File: config.mk
export PLATFORM = sky130hd
export DESIGN_NAME = ccc_counter
export DESIGN_NICKNAME = d
export VERILOG_FILES = /design/src/ccc_pkg.sv /design/src/ccc_counter.sv
export VERILOG_INCLUDE_DIRS = /design/src
export SDC_FILE = /design/constraint.sdc
export NUM_CORES = 1
export LEC_CHECK = 0
export ABC_AREA = 1
export BUFFER_PORTS_ARGS = -buffer_cell sky130_fd_sc_hd__buf_2
export CAP_MARGIN = 20
export CORE_MARGIN = 5
export CORE_UTILIZATION = 56
export CTS_CLUSTER_DIAMETER = 80
export CTS_CLUSTER_SIZE = 14
export DETAILED_ROUTE_END_ITERATION = 8
export GPL_TIMING_DRIVEN = 0
export HOLD_SLACK_MARGIN = 0.02
export PLACE_DENSITY = 0.76
export SLEW_MARGIN = 20
export SYNTH_ARGS = -nofsm -noshare
export SYNTH_HDL_FRONTEND = slang
export SYNTH_SLANG_ARGS = --single-unit
File: constraint.sdc
create_clock -name clock -period 4.11 [get_ports clock]
set_clock_uncertainty 0.15 [all_clocks]
set_input_delay 0.2055 -clock clock [delete_from_list [all_inputs] [get_ports clock]]
set_output_delay 0.2055 -clock clock [all_outputs]
set_load 0.1 [all_outputs]
File: src/ccc_map.svh
// Register offsets, field positions, reset values and timing of the counter channel
`ifndef CCC_MAP_SVH
`define CCC_MAP_SVH

`define CCC_A_CTRL 12'h000
`define CCC_A_CMP 12'h004
`define CCC_A_LOAD 12'h008
`define CCC_A_CFG 12'h00c
`define CCC_A_HI 12'h010
`define CCC_A_LO 12'h014
`define CCC_A_COUNT 12'h018
`define CCC_A_INDATA 12'h01c
`define CCC_A_LATCH 12'h020
`define CCC_A_ISTAT 12'h024
`define CCC_A_IMASK 12'h028
`define CCC_A_STATUS 12'h02c

`define CCC_C_SWGATE 0
`define CCC_C_HWEN 1
`define CCC_C_DINV 2
`define CCC_C_STOP 3
`define CCC_C_EVAL 5:4
`define CCC_C_OMODE 7:6
`define CCC_C_PERSEL 8
`define CCC_C_TB1US 9
`define CCC_C_CFREQ 12:10
`define CCC_C_LFREQ 15:13
`define CCC_CTRL_W 16
`define CCC_CTRL_RST 16'h6c00

`define CCC_G_HYST 7:0
`define CCC_G_PULSE 16:8
`define CCC_G_PULSE_LSB 8
`define CCC_CFG_W 17
`define CCC_CFG_RST 17'h00000

`define CCC_I_HWOPEN 0
`define CCC_I_HWCLOSE 1
`define CCC_I_CMP 2
`define CCC_I_OVF 3
`define CCC_I_UNF 4
`define CCC_I_EDGE 5
`define CCC_I_W 6

`define CCC_S_CMPFLAG 0
`define CCC_S_GATE 1
`define CCC_S_UP 2

`define CCC_HI_RST 32'h7fffffff
`define CCC_LO_RST 32'h80000000

`define CCC_CLK_NS 10
`define CCC_US_NS 1000
`define CCC_US_CYC (`CCC_US_NS / `CCC_CLK_NS)
`define CCC_TB_NS 125
`define CCC_TB_HALF_CYC (`CCC_TB_NS / `CCC_CLK_NS)
`define CCC_TB_PAIR_CYC ((2 * `CCC_TB_NS) / `CCC_CLK_NS)
`define CCC_MS_US 1000
`define CCC_HYST_MIN 8'h01

`define CCC_FLT_1K_US 10'h1f4
`define CCC_FLT_2K_US 10'h0fa
`define CCC_FLT_5K_US 10'h064
`define CCC_FLT_10K_US 10'h032
`define CCC_FLT_30K_US 10'h010
`define CCC_FLT_60K_US 10'h008

`endif

File: src/ccc_pkg.sv
// Mode and option types of the counter channel
package ccc_pkg;
    typedef enum logic [1:0] {CCC_EV_PULSE_DIR, CCC_EV_ENC_X1, CCC_EV_ENC_X2, CCC_EV_ENC_X4}
        ccc_eval_t;
    typedef enum logic [1:0] {CCC_OM_NONE, CCC_OM_GE, CCC_OM_LE, CCC_OM_PULSE} ccc_omode_t;
    typedef enum logic [2:0] {CCC_F_1K, CCC_F_2K, CCC_F_5K, CCC_F_10K, CCC_F_30K, CCC_F_60K}
        ccc_freq_t;
endpackage : ccc_pkg

File: src/ccc_counter.sv
// Continuous up/down counter channel with APB registers
`timescale 1ns/100ps
`default_nettype none
`include "ccc_map.svh"

module ccc_counter (
    input wire logic clock,
    input wire logic rst_n,
    input wire logic psel,
    input wire logic penable,
    input wire logic pwrite,
    input wire logic [11:0] paddr,
    input wire logic [31:0] pwdata,
    output logic pready,
    output logic [31:0] prdata,
    output logic pslverr,
    input wire logic trk_a,
    input wire logic trk_b,
    input wire logic hw_gate,
    input wire logic latch_in,
    output logic cmp_out,
    output logic irq
);
    import ccc_pkg::*;

    logic [`CCC_CTRL_W-1:0] ctrl_ff;
    logic [`CCC_CFG_W-1:0] cfg_ff;
    logic signed [31:0] cmp_ff, load_ff, hi_ff, lo_ff, count_ff, latch_ff;
    logic [31:0] period_ff, per_cnt_ff;
    logic [`CCC_I_W-1:0] istat_ff, imask_ff, ev_set, ev_clr;
    logic [31:0] prdata_ff, rd_data;
    logic err_ff, rd_err, irq_ff;
    logic acc, wr_acc;
    ccc_eval_t eval_mode;
    ccc_omode_t omode;
    ccc_freq_t cfreq, lfreq;
    logic f1k;

    assign eval_mode = ccc_eval_t'(ctrl_ff[`CCC_C_EVAL]);
    assign omode = ccc_omode_t'(ctrl_ff[`CCC_C_OMODE]);
    assign cfreq = ccc_freq_t'(ctrl_ff[`CCC_C_CFREQ]);
    assign lfreq = ccc_freq_t'(ctrl_ff[`CCC_C_LFREQ]);
    assign f1k = (cfreq == CCC_F_1K);

    // Microsecond tick shared by filters, pulse timer and period base
    logic [6:0] us_cnt_ff;
    logic us_tick;
    assign us_tick = (us_cnt_ff == 7'(`CCC_US_CYC - 1));
    always_ff @(posedge clock or negedge rst_n) begin
        if (!rst_n) begin
            us_cnt_ff <= 7'h00;
        end else if (us_tick) begin
            us_cnt_ff <= 7'h00;
        end else begin
            us_cnt_ff <= us_cnt_ff + 7'h01;
        end
    end

    // 125 ns is not a whole number of cycles: ticks alternate 12 and 13 cycles
    logic [4:0] tb_cnt_ff;
    logic tb_wrap, tb_tick;
    assign tb_wrap = (tb_cnt_ff == 5'(`CCC_TB_PAIR_CYC - 1));
    assign tb_tick = tb_wrap || (tb_cnt_ff == 5'(`CCC_TB_HALF_CYC - 1));
    always_ff @(posedge clock or negedge rst_n) begin
        if (!rst_n) begin
            tb_cnt_ff <= 5'h00;
        end else if (tb_wrap) begin
            tb_cnt_ff <= 5'h00;
        end else begin
            tb_cnt_ff <= tb_cnt_ff + 5'h01;
        end
    end

    // Minimum stable time is half a period of the selected maximum frequency
    function automatic logic [9:0] flt_lim(input ccc_freq_t f);
        case (f)
            CCC_F_1K: flt_lim = `CCC_FLT_1K_US;
            CCC_F_2K: flt_lim = `CCC_FLT_2K_US;
            CCC_F_5K: flt_lim = `CCC_FLT_5K_US;
            CCC_F_10K: flt_lim = `CCC_FLT_10K_US;
            CCC_F_30K: flt_lim = `CCC_FLT_30K_US;
            default: flt_lim = `CCC_FLT_60K_US;
        endcase
    endfunction : flt_lim

    logic [3:0] raw, flt, prv_ff;
    logic [9:0] lim_cnt, lim_lat;
    assign raw = {latch_in, hw_gate, trk_b, trk_a};
    assign lim_cnt = flt_lim(cfreq);
    assign lim_lat = flt_lim(lfreq);

    genvar gi;
    generate
        for (gi = 0; gi < 4; gi++) begin : g_flt
            logic [9:0] st_ff;
            logic q_ff;
            logic [9:0] lim;
            assign lim = (gi == 3) ? lim_lat : lim_cnt;
            assign flt[gi] = q_ff;
            always_ff @(posedge clock or negedge rst_n) begin
                if (!rst_n) begin
                    st_ff <= 10'h000;
                    q_ff <= 1'b0;
                end else if (raw[gi] == q_ff) begin
                    st_ff <= 10'h000;
                end else if (us_tick) begin
                    if (st_ff + 10'h001 >= lim) begin
                        q_ff <= raw[gi];
                        st_ff <= 10'h000;
                    end else begin
                        st_ff <= st_ff + 10'h001;
                    end
                end
            end
        end
    endgenerate

    always_ff @(posedge clock or negedge rst_n) begin
        if (!rst_n) begin
            prv_ff <= 4'h0;
        end else begin
            prv_ff <= flt;
        end
    end

    // Edge evaluation
    logic a_edge, b_edge, a_rise, cnt_edge, up_raw, up;
    assign a_edge = flt[0] ^ prv_ff[0];
    assign b_edge = flt[1] ^ prv_ff[1];
    assign a_rise = a_edge & flt[0];
    always_comb begin
        cnt_edge = 1'b0;
        up_raw = 1'b0;
        case (eval_mode)
            CCC_EV_PULSE_DIR: begin
                cnt_edge = a_rise;
                up_raw = ~flt[1];
            end
            CCC_EV_ENC_X1: begin
                cnt_edge = a_rise;
                up_raw = ~flt[1];
            end
            CCC_EV_ENC_X2: begin
                cnt_edge = a_edge;
                up_raw = flt[0] ^ flt[1];
            end
            CCC_EV_ENC_X4: begin
                cnt_edge = a_edge | b_edge;
                up_raw = a_edge ? (flt[0] ^ flt[1]) : ~(flt[0] ^ flt[1]);
            end
            default: begin
                cnt_edge = 1'b0;
                up_raw = 1'b0;
            end
        endcase
    end
    assign up = up_raw ^ ctrl_ff[`CCC_C_DINV];

    // Gate
    logic sw_gate, hw_en, gate_open, gate_prv_ff, step;
    assign sw_gate = ctrl_ff[`CCC_C_SWGATE];
    assign hw_en = ctrl_ff[`CCC_C_HWEN];
    assign gate_open = sw_gate & (~hw_en | flt[2]);
    assign step = gate_open & cnt_edge;
    always_ff @(posedge clock or negedge rst_n) begin
        if (!rst_n) begin
            gate_prv_ff <= 1'b0;
        end else begin
            gate_prv_ff <= gate_open;
        end
    end

    // Counter with wrap between the limits
    logic at_hi, at_lo;
    assign at_hi = (count_ff == hi_ff);
    assign at_lo = (count_ff == lo_ff);
    always_ff @(posedge clock or negedge rst_n) begin
        if (!rst_n) begin
            count_ff <= 32'sh00000000;
        end else if (gate_open && !gate_prv_ff && !ctrl_ff[`CCC_C_STOP]) begin
            count_ff <= load_ff;
        end else if (step && up) begin
            count_ff <= at_hi ? lo_ff : count_ff + 32'sh00000001;
        end else if (step) begin
            count_ff <= at_lo ? hi_ff : count_ff - 32'sh00000001;
        end
    end

    always_ff @(posedge clock or negedge rst_n) begin
        if (!rst_n) begin
            latch_ff <= 32'sh00000000;
        end else if (flt[3] && !prv_ff[3]) begin
            latch_ff <= count_ff;
        end
    end

    // Comparator with hysteresis band
    logic [7:0] hyst;
    logic signed [32:0] cnt_x, band_lo, band_hi;
    logic flag_ff, armed_ff, reach, nxt_flag, cmp_hit;
    assign hyst = (cfg_ff[`CCC_G_HYST] > `CCC_HYST_MIN) ? cfg_ff[`CCC_G_HYST] : 8'h00;
    assign cnt_x = {count_ff[31], count_ff};
    assign band_lo = {cmp_ff[31], cmp_ff} - $signed({25'h0000000, hyst});
    assign band_hi = {cmp_ff[31], cmp_ff} + $signed({25'h0000000, hyst});
    assign reach = armed_ff && (count_ff == cmp_ff);

    logic [8:0] ms_left_ff;
    logic [9:0] ms_us_ff;
    always_comb begin
        case (omode)
            CCC_OM_GE: nxt_flag = flag_ff ? (cnt_x >= band_lo) : (count_ff >= cmp_ff);
            CCC_OM_LE: nxt_flag = flag_ff ? (cnt_x <= band_hi) : (count_ff <= cmp_ff);
            CCC_OM_PULSE: nxt_flag = (ms_left_ff != 9'h000);
            default: nxt_flag = 1'b0;
        endcase
    end
    assign cmp_hit = (omode == CCC_OM_PULSE) ? reach : (nxt_flag & ~flag_ff);

    always_ff @(posedge clock or negedge rst_n) begin
        if (!rst_n) begin
            flag_ff <= 1'b0;
        end else begin
            flag_ff <= nxt_flag;
        end
    end

    // Pulse mode re-arms only once the count leaves the band
    always_ff @(posedge clock or negedge rst_n) begin
        if (!rst_n) begin
            armed_ff <= 1'b1;
        end else if (reach) begin
            armed_ff <= 1'b0;
        end else if (cnt_x < band_lo || cnt_x > band_hi) begin
            armed_ff <= 1'b1;
        end
    end

    always_ff @(posedge clock or negedge rst_n) begin
        if (!rst_n) begin
            ms_left_ff <= 9'h000;
            ms_us_ff <= 10'h000;
        end else if (reach && omode == CCC_OM_PULSE) begin
            ms_left_ff <= cfg_ff[`CCC_G_PULSE];
            ms_us_ff <= 10'h000;
        end else if (us_tick && ms_left_ff != 9'h000) begin
            if (ms_us_ff == 10'(`CCC_MS_US - 1)) begin
                ms_us_ff <= 10'h000;
                ms_left_ff <= ms_left_ff - 9'h001;
            end else begin
                ms_us_ff <= ms_us_ff + 10'h001;
            end
        end
    end
    assign cmp_out = flag_ff;

    // Period between counting edges, only at the lowest frequency
    logic base_tick;
    assign base_tick = ctrl_ff[`CCC_C_TB1US] ? us_tick : tb_tick;
    always_ff @(posedge clock or negedge rst_n) begin
        if (!rst_n) begin
            per_cnt_ff <= 32'h00000000;
            period_ff <= 32'h00000000;
        end else if (!f1k) begin
            per_cnt_ff <= 32'h00000000;
            period_ff <= 32'h00000000;
        end else if (step) begin
            period_ff <= per_cnt_ff;
            per_cnt_ff <= 32'h00000000;
        end else if (base_tick && per_cnt_ff != 32'hffffffff) begin
            per_cnt_ff <= per_cnt_ff + 32'h00000001;
        end
    end

    // Interrupt events
    always_comb begin
        ev_set = '0;
        ev_set[`CCC_I_HWOPEN] = hw_en & sw_gate & flt[2] & ~prv_ff[2];
        ev_set[`CCC_I_HWCLOSE] = hw_en & sw_gate & ~flt[2] & prv_ff[2];
        ev_set[`CCC_I_CMP] = cmp_hit;
        ev_set[`CCC_I_OVF] = step & up & at_hi;
        ev_set[`CCC_I_UNF] = step & ~up & at_lo;
        ev_set[`CCC_I_EDGE] = step & f1k;
    end

    // APB slave: no wait states, data latched in the setup cycle
    assign acc = psel & penable;
    assign wr_acc = acc & pwrite;
    assign pready = 1'b1;
    assign pslverr = acc & err_ff;
    assign prdata = prdata_ff;
    assign ev_clr = (acc && !pwrite && paddr == `CCC_A_ISTAT) ? prdata_ff[`CCC_I_W-1:0] : '0;

    always_comb begin
        rd_data = 32'h00000000;
        rd_err = 1'b0;
        case (paddr)
            `CCC_A_CTRL: rd_data = {16'h0000, ctrl_ff};
            `CCC_A_CMP: rd_data = cmp_ff;
            `CCC_A_LOAD: rd_data = load_ff;
            `CCC_A_CFG: rd_data = {15'h0000, cfg_ff};
            `CCC_A_HI: rd_data = hi_ff;
            `CCC_A_LO: rd_data = lo_ff;
            `CCC_A_COUNT: rd_data = count_ff;
            `CCC_A_INDATA: rd_data = (f1k && ctrl_ff[`CCC_C_PERSEL]) ? period_ff : count_ff;
            `CCC_A_LATCH: rd_data = latch_ff;
            `CCC_A_ISTAT: rd_data = {26'h0000000, istat_ff};
            `CCC_A_IMASK: rd_data = {26'h0000000, imask_ff};
            `CCC_A_STATUS: rd_data = {29'h00000000, up, gate_open, flag_ff};
            default: rd_err = 1'b1;
        endcase
    end

    always_ff @(posedge clock or negedge rst_n) begin
        if (!rst_n) begin
            prdata_ff <= 32'h00000000;
            err_ff <= 1'b0;
        end else if (psel && !penable) begin
            prdata_ff <= pwrite ? 32'h00000000 : rd_data;
            err_ff <= rd_err;
        end
    end

    always_ff @(posedge clock or negedge rst_n) begin
        if (!rst_n) begin
            ctrl_ff <= `CCC_CTRL_RST;
            cfg_ff <= `CCC_CFG_RST;
            cmp_ff <= 32'sh00000000;
            load_ff <= 32'sh00000000;
            hi_ff <= `CCC_HI_RST;
            lo_ff <= `CCC_LO_RST;
            imask_ff <= '0;
        end else if (wr_acc) begin
            case (paddr)
                `CCC_A_CTRL: ctrl_ff <= pwdata[`CCC_CTRL_W-1:0];
                `CCC_A_CMP: cmp_ff <= pwdata;
                `CCC_A_LOAD: load_ff <= pwdata;
                // Odd pulse lengths are rounded down to the even value below
                `CCC_A_CFG: cfg_ff <= {pwdata[`CCC_CFG_W-1:`CCC_G_PULSE_LSB+1], 1'b0,
                                       pwdata[`CCC_G_PULSE_LSB-1:0]};
                `CCC_A_HI: hi_ff <= pwdata;
                `CCC_A_LO: lo_ff <= pwdata;
                `CCC_A_IMASK: imask_ff <= pwdata[`CCC_I_W-1:0];
                default: ;
            endcase
        end
    end

    // Set wins over a read clear in the same cycle
    always_ff @(posedge clock or negedge rst_n) begin
        if (!rst_n) begin
            istat_ff <= '0;
            irq_ff <= 1'b0;
        end else begin
            istat_ff <= (istat_ff & ~ev_clr) | ev_set;
            irq_ff <= |(istat_ff & imask_ff);
        end
    end
    assign irq = irq_ff;

endmodule : ccc_counter
`default_nettype wire

; ---- Yosys cells after proc, flatten, opt, wreduce, memory -nomap -nowiden
; Cells that the tools add are included.
[op_classes]
n_addsub = 13
n_lt_le_gt_ge = 11
n_eq_ne = 39
n_mux = 48
n_bitwise = 38
n_reduce_logical = 47
[ops]
columns = op, count
row1 = $mux W32, 12
row2 = $pmux W32 S12, 1
row3 = $mux W10, 15
row4 = $eq A32 B32 Y1, 3
row5 = $pmux W9 S5, 2
row6 = $add A10 B1 Y10 const B, 5
row7 = $eq A12 B5 Y1 const B, 4
row8 = $eq A12 B6 Y1 const B, 4
row9 = $ge A10 B10 Y1, 4
row10 = $add A32 B9 Y33, 1
row11 = $ge A32 B33 Y1, 1
row12 = $gt A32 B33 Y1, 1
row13 = $le A32 B33 Y1, 1
row14 = $lt A32 B33 Y1, 1
row15 = $sub A32 B9 Y33, 1
row16 = $add A32 B1 Y32 const B, 1
row17 = $add A32 B2 Y32 const B, 1
row18 = $ge A32 B32 Y1, 1
row19 = $le A32 B32 Y1, 1
row20 = $ne A32 B32 Y1 const B, 1
row21 = $sub A32 B2 Y32 const B, 1
row22 = $mux W9, 3
row23 = $eq A12 B4 Y1 const B, 2
row24 = $and A1 B1 Y1, 17
row25 = other kinds (43), 112
[totals]
ff_bits = 416
in_bits = 53
wordCells = 227

; ---- Logic depth before layout (Yosys ltp)
[depth]
ltp_word = 9
mapped_depth = 28
depth_no_buf = 28

; ---- Worst setup path before layout
; Ideal clock, no wire load.
[synth_path]
path_kind = reg-to-reg
startpoint = register cfg_ff[6]
endpoint = register flag_ff, in the netlist cmp_out
setup_ns = 0.119
arrival_time_ns = 3.699
setup_slack_ns = 0.142
stages_incl_launch_ff = 27
n_path_buf = 0
period_less_slack_ns = 3.968
cell_sequence = dfrtp_1 -> nor4_1 -> a41oi_1 -> ha_1 -> fa_1 -> inv_1 -> nand2_1 -> o21ai_1 -> a21oi_2 -> o21bai_1 -> nor3_2 -> nand2_1 -> nor3_1 -> xor2_1 -> ha_1 -> nand2_1 -> nor2_1 -> nand2_1 -> nor2_1 -> nand2_1 -> nand2_1 -> nor2_1 -> nand3_1 -> nand3_1 -> nand3_1 -> nand3_1 -> and2_1
[synth_via]
elab_chain_cells = 6
word_cells_on_any_way = 9
cone_classes = add/sub (2) / order compare (3) / mux (4)
[synth_lines]
columns = element, line_no
row1 = from (decl), ccc_counter.sv:27  ; logic [`CCC_CFG_W-1:0] cfg_ff;
row2 = from (signal assigned), ccc_counter.sv:326  ; cfg_ff <= `CCC_CFG_RST;
row3 = from (signal assigned), ccc_counter.sv:338  ; `CCC_A_CFG: cfg_ff <= {pwdata[`CCC_CFG_W-1:`CCC_G_PULSE_LSB+1], 1'b0,
row4 = $gt A8 B1 Y1 (no line), -
row5 = $mux W8 *, ccc_counter.sv:201  ; assign hyst = (cfg_ff[`CCC_G_HYST] > `CCC_HYST_MIN) ? cfg_ff[`CCC_G_HYST] : 8'h00;
row6 = $add A32 B9 Y33 / $sub A32 B9 Y33 (equally long branches), "ccc_counter.sv:204, ccc_counter.sv:203"
row7 = $le A32 B33 Y1 / $ge A32 B33 Y1 (equally long branches), "ccc_counter.sv:212, ccc_counter.sv:211"
row8 = "$mux W1, on equally long branches", "ccc_counter.sv:212, ccc_counter.sv:211"
row9 = $pmux W1 S3 *, ccc_counter.sv:210  ; case (omode)
row10 = net nxt_flag, ccc_counter.sv:200  ; logic flag_ff, armed_ff, reach, nxt_flag, cmp_hit;
row11 = to (signal assigned), ccc_counter.sv:223  ; flag_ff <= nxt_flag;
row12 = to (decl), ccc_counter.sv:200
; The timed path passes the listed nets; every way through them passes the cells marked *.
; A chain may end at the register's enable or synchronous reset.

; ---- Worst setup path in the final report
[layout_path]
startpoint = register cmp_ff[0]
endpoint = register flag_ff, in the netlist cmp_out
[layout_via]
elab_chain_cells = 4
word_cells_on_any_way = 9
cone_classes = add/sub (2) / order compare (4) / mux (3)
[layout_lines]
columns = element, line_no
row1 = from (decl), ccc_counter.sv:28  ; logic signed [31:0] cmp_ff, load_ff, hi_ff, lo_ff, count_ff, latch_ff;
row2 = from (signal assigned), ccc_counter.sv:335  ; `CCC_A_CMP: cmp_ff <= pwdata;
row3 = $add A32 B9 Y33 / $sub A32 B9 Y33 (equally long branches), "ccc_counter.sv:204, ccc_counter.sv:203"
row4 = $le A32 B33 Y1 / $ge A32 B33 Y1 (equally long branches), "ccc_counter.sv:212, ccc_counter.sv:211"
row5 = "$mux W1, on equally long branches", "ccc_counter.sv:212, ccc_counter.sv:211"
row6 = $pmux W1 S3 *, ccc_counter.sv:210
row7 = net nxt_flag, ccc_counter.sv:200
; Marked as above.

==> results.yml <==
status:
  status: "finished with violations"
  violations: "setup timing"
synth:
  synth_nets: 4062
  synthCells: 3848
  synth.distinct_cells: 69
  yosys_warnings: 0
  synth_edf_count: 0
  ys.flop_type: "dfrtp_1"
  async_flop_share_pct: 100
  yosysSeqAreaShare_pct: 36.8
  syn_area_per_cell_sq_um: 7.39
  ys_seq_elements: 416
  synth_area_sq_um: 28400
sta:
  slew_headroom_pct: 17.0
  whs_ns: 0.0682
  finalSetupViolCount: 3
  hold_violations: 0
  fin_crit_ns: 4.35
  rsz0062_at_grt: "true"
  fin_crit_sh_pct: 106
  finalMaxSlewViolations: 0
  fin_ws_ns: -0.240
  worst_slew_pin_slew_ns: 1.25
  fmax_ghz: 0.230
  setup_tns_ns: -0.611
flow_run:
  maxCapViolations: 0
clocking:
  clock_latency_ns: 0.59
  cts.sinks: 416
  cts_tree: "done"
  cts.path.max_buffers: 3
  root_buffer: "clkbuf_16"
  htree_levels: 2
  cts_made_buffers: 39
  clk_pin_slew_ns: 0.08
placement:
  dp_hpwl_um: 86800
  post_dp_cell_area_sq_um: 29900
  gp_congestion: 1.07
  port_buffers: 87
floorplanning:
  row_count: 82
  die_y_um: 235
  start_util_pct: 56.7
  fp.dieArea_sq_um: 55400
  die_w_um: 235
  io-pin-count: 89
  core_area_sq_um: 50200
cells_and_area:
  area_growth_pct: 12.3
  layout_commonest_cell: "nand2_1"
  drive_gt1_share_pct: 11.5
  fill_cells: 4558
  largest_register_ffs: 40
  final_cell_mix: "nand2_1 (930), inv_1 (438), dfrtp_1 (374)"
  regArea_sq_um: 10500
  fin_area_sq_um: 31900
  nNetsFinal: 4266
  regMostFlops: "g_flt.st_ff"
  multi_input_area_sq_um: 15600
detailed_routing:
  route.detailed.drc: 0
  drtAntennaViolNets: 0
  dr.pass1.iters: 7
  drtIter0Drc: 4035
  vias: 28955
  via_per_inst: 6.09
  wirelength_um: 114000
  routedWlPerCell_um: 23.9
power_and_ir_drop:
  power_density_nw_per_um2: 263
  leakagePower_nw: 15.2
  ir_worst_vdd_mv: 0.326
setup_path:
  cp-start-kind: "flip-flop"
  critPathKind: "reg -> reg"
  cp_max_fo: 4
  arrival_ns: 4.69
  cp-end-kind: "flip-flop"
  required_ns: 4.45
global_routing:
  grt_pass1_vias: 27243
  grt_max_degree: 98
  grt_first_pass_wirelength_um: 169000
  grt_antenna_before_repair: 5
  gr-total-overflow: 0
  grtUsageTotal_pct: 39.6
hold_path:
  hold_class: "in -> async"
==> stage by stage <==
stage | power, mW | utilization [%] | cells | setup slack, ns
2_1_floorplan | 4.55 | - | 3848 | 0.142
3_3_place_gp | 4.85 | 59.2 | 4607 | -5.56
3_5_place_dp | 4.86 | 59.5 | 4612 | -1.04
4_1_cts | 8.39 | 63.3 | 4739 | -0.312
5_1_grt | 8.63 | 63.6 | 4751 | -0.506
6_report | 8.41 | 63.7 | 4754 | -0.240
==> final cells by class <==
class / instances / share of cell area, %
multi-input combinational: 2785 / 48.9
sequential: 416 / 32.8
inverter: 487 / 5.76
timing repair buffer: 163 / 3.87
clock buffer: 56 / 3.26
tap: 672 / 2.63
buffer: 160 / 2.50
clock inverter: 10 / 0.337
antenna: 5 / 0.0392
==> power by group <==
group | switching (mW) | internal [mW]
clock | 1.74 | 1.80
sequential | 0.0109 | 4.11
combinational | 0.535 | 0.226
==> synth_stat cells (8+ instances only) <==
master | count | area, sq um
nor3_1 | 83 | 415
o21ai_0 | 346 | 1730
nor2_1 | 290 | 1090
a21o_1 | 9 | 67.6
a21oi_1 | 130 | 651
nor4_1 | 19 | 119
buf_6 | 11 | 124
o21bai_1 | 9 | 67.6
xor2_1 | 145 | 1270
xnor2_1 | 22 | 193
nor3_2 | 13 | 130
nand2_1 | 938 | 3520
dfrtp_1 | 379 | 9480
nand4_1 | 69 | 432
o21ai_1 | 36 | 180
buf_4 | 14 | 105
ha_1 | 159 | 1990
clkbuf_1 | 84 | 315
a221oi_1 | 42 | 368
buf_2 | 49 | 245
nor2_4 | 11 | 124
inv_1 | 444 | 1670
inv_2 | 37 | 139
dfstp_2 | 37 | 972
nand2_2 | 20 | 125
o22ai_1 | 75 | 469
nor2_2 | 19 | 119
a31oi_1 | 10 | 62.6
a22o_1 | 8 | 70.1
nand3_1 | 194 | 971
o211ai_1 | 45 | 338
==> logic make-up after synthesis <==
logic type                 synth area share (%)
DFF                                        36.8
and+or+nand+nor                            26.1
adders and majority gates                  7.13
other                                    0.0132
AOI/OAI and AO/OA                          15.6
xor gates and xnor gates                   5.14
buffers and inverters                      9.23
==> worst paths after layout <==
check / start / end / slack, ns / cells past startpoint
worst max-delay path: cmp_ff[0] / cmp_out / -0.24 / 23
worst min-delay path: rst_n / hi_ff[3] / 0.07 / 2
worst max register to register: cmp_ff[0] / cmp_out / -0.24 / 23
worst min register to register: prv_ff[2] / istat_ff[0] / 0.30 / 1
max in group asynchronous: rst_n / lo_ff[31] / 2.53 / 5
min in group clock: pwdata[15] / hi_ff[15] / 0.07 / 3
==> timing repair <==
item / CTS / global route
setup buffers: 17 / 10
endpoints found under the hold margin: 330 / 0
hold buffers: 44 / 0
endpoints found under the setup margin: 3 / 3
gates resized for setup: 47 / 22
pin swaps: 26 / 34
==> worst max-delay path: stages (launching register included) <==
cell and delay, ns:
dfrtp_1 0.44, inv_1 0.28, ha_2 0.27, nor2_1 0.06
a211oi_2 0.25, o21ai_1 0.17, a21oi_1 0.29, nand2_1 0.20
nor2_2 0.24, nand4_1 0.18, xor2_1 0.18, ha_1 0.29
nand2_1 0.06, nor2_2 0.12, nand2_2 0.11, nor2_4 0.17
nand2_1 0.07, nand2_1 0.08, nor2_2 0.05, nand3_2 0.13
nand3_4 0.10, nand3_2 0.09, nand3_2 0.09, and2_1 0.14
==> per-layer routing <==
| metal | vias up | track usage [%] | wire length, um | share of wire, % |
|---|---|---|---|---|
| li1 | 13180 | - | - | - |
| met1 | 13691 | 53.4 | 44700 | 39 |
| met2 | 1757 | 59.4 | 48400 | 43 |
| met3 | 323 | 12.2 | 14500 | 13 |
| met4 | 4 | 17.3 | 5970 | 5.3 |
| met5 | - | 0 | 28 | 0.025 |
Note: power is estimated with default switching activity, not from simulation.
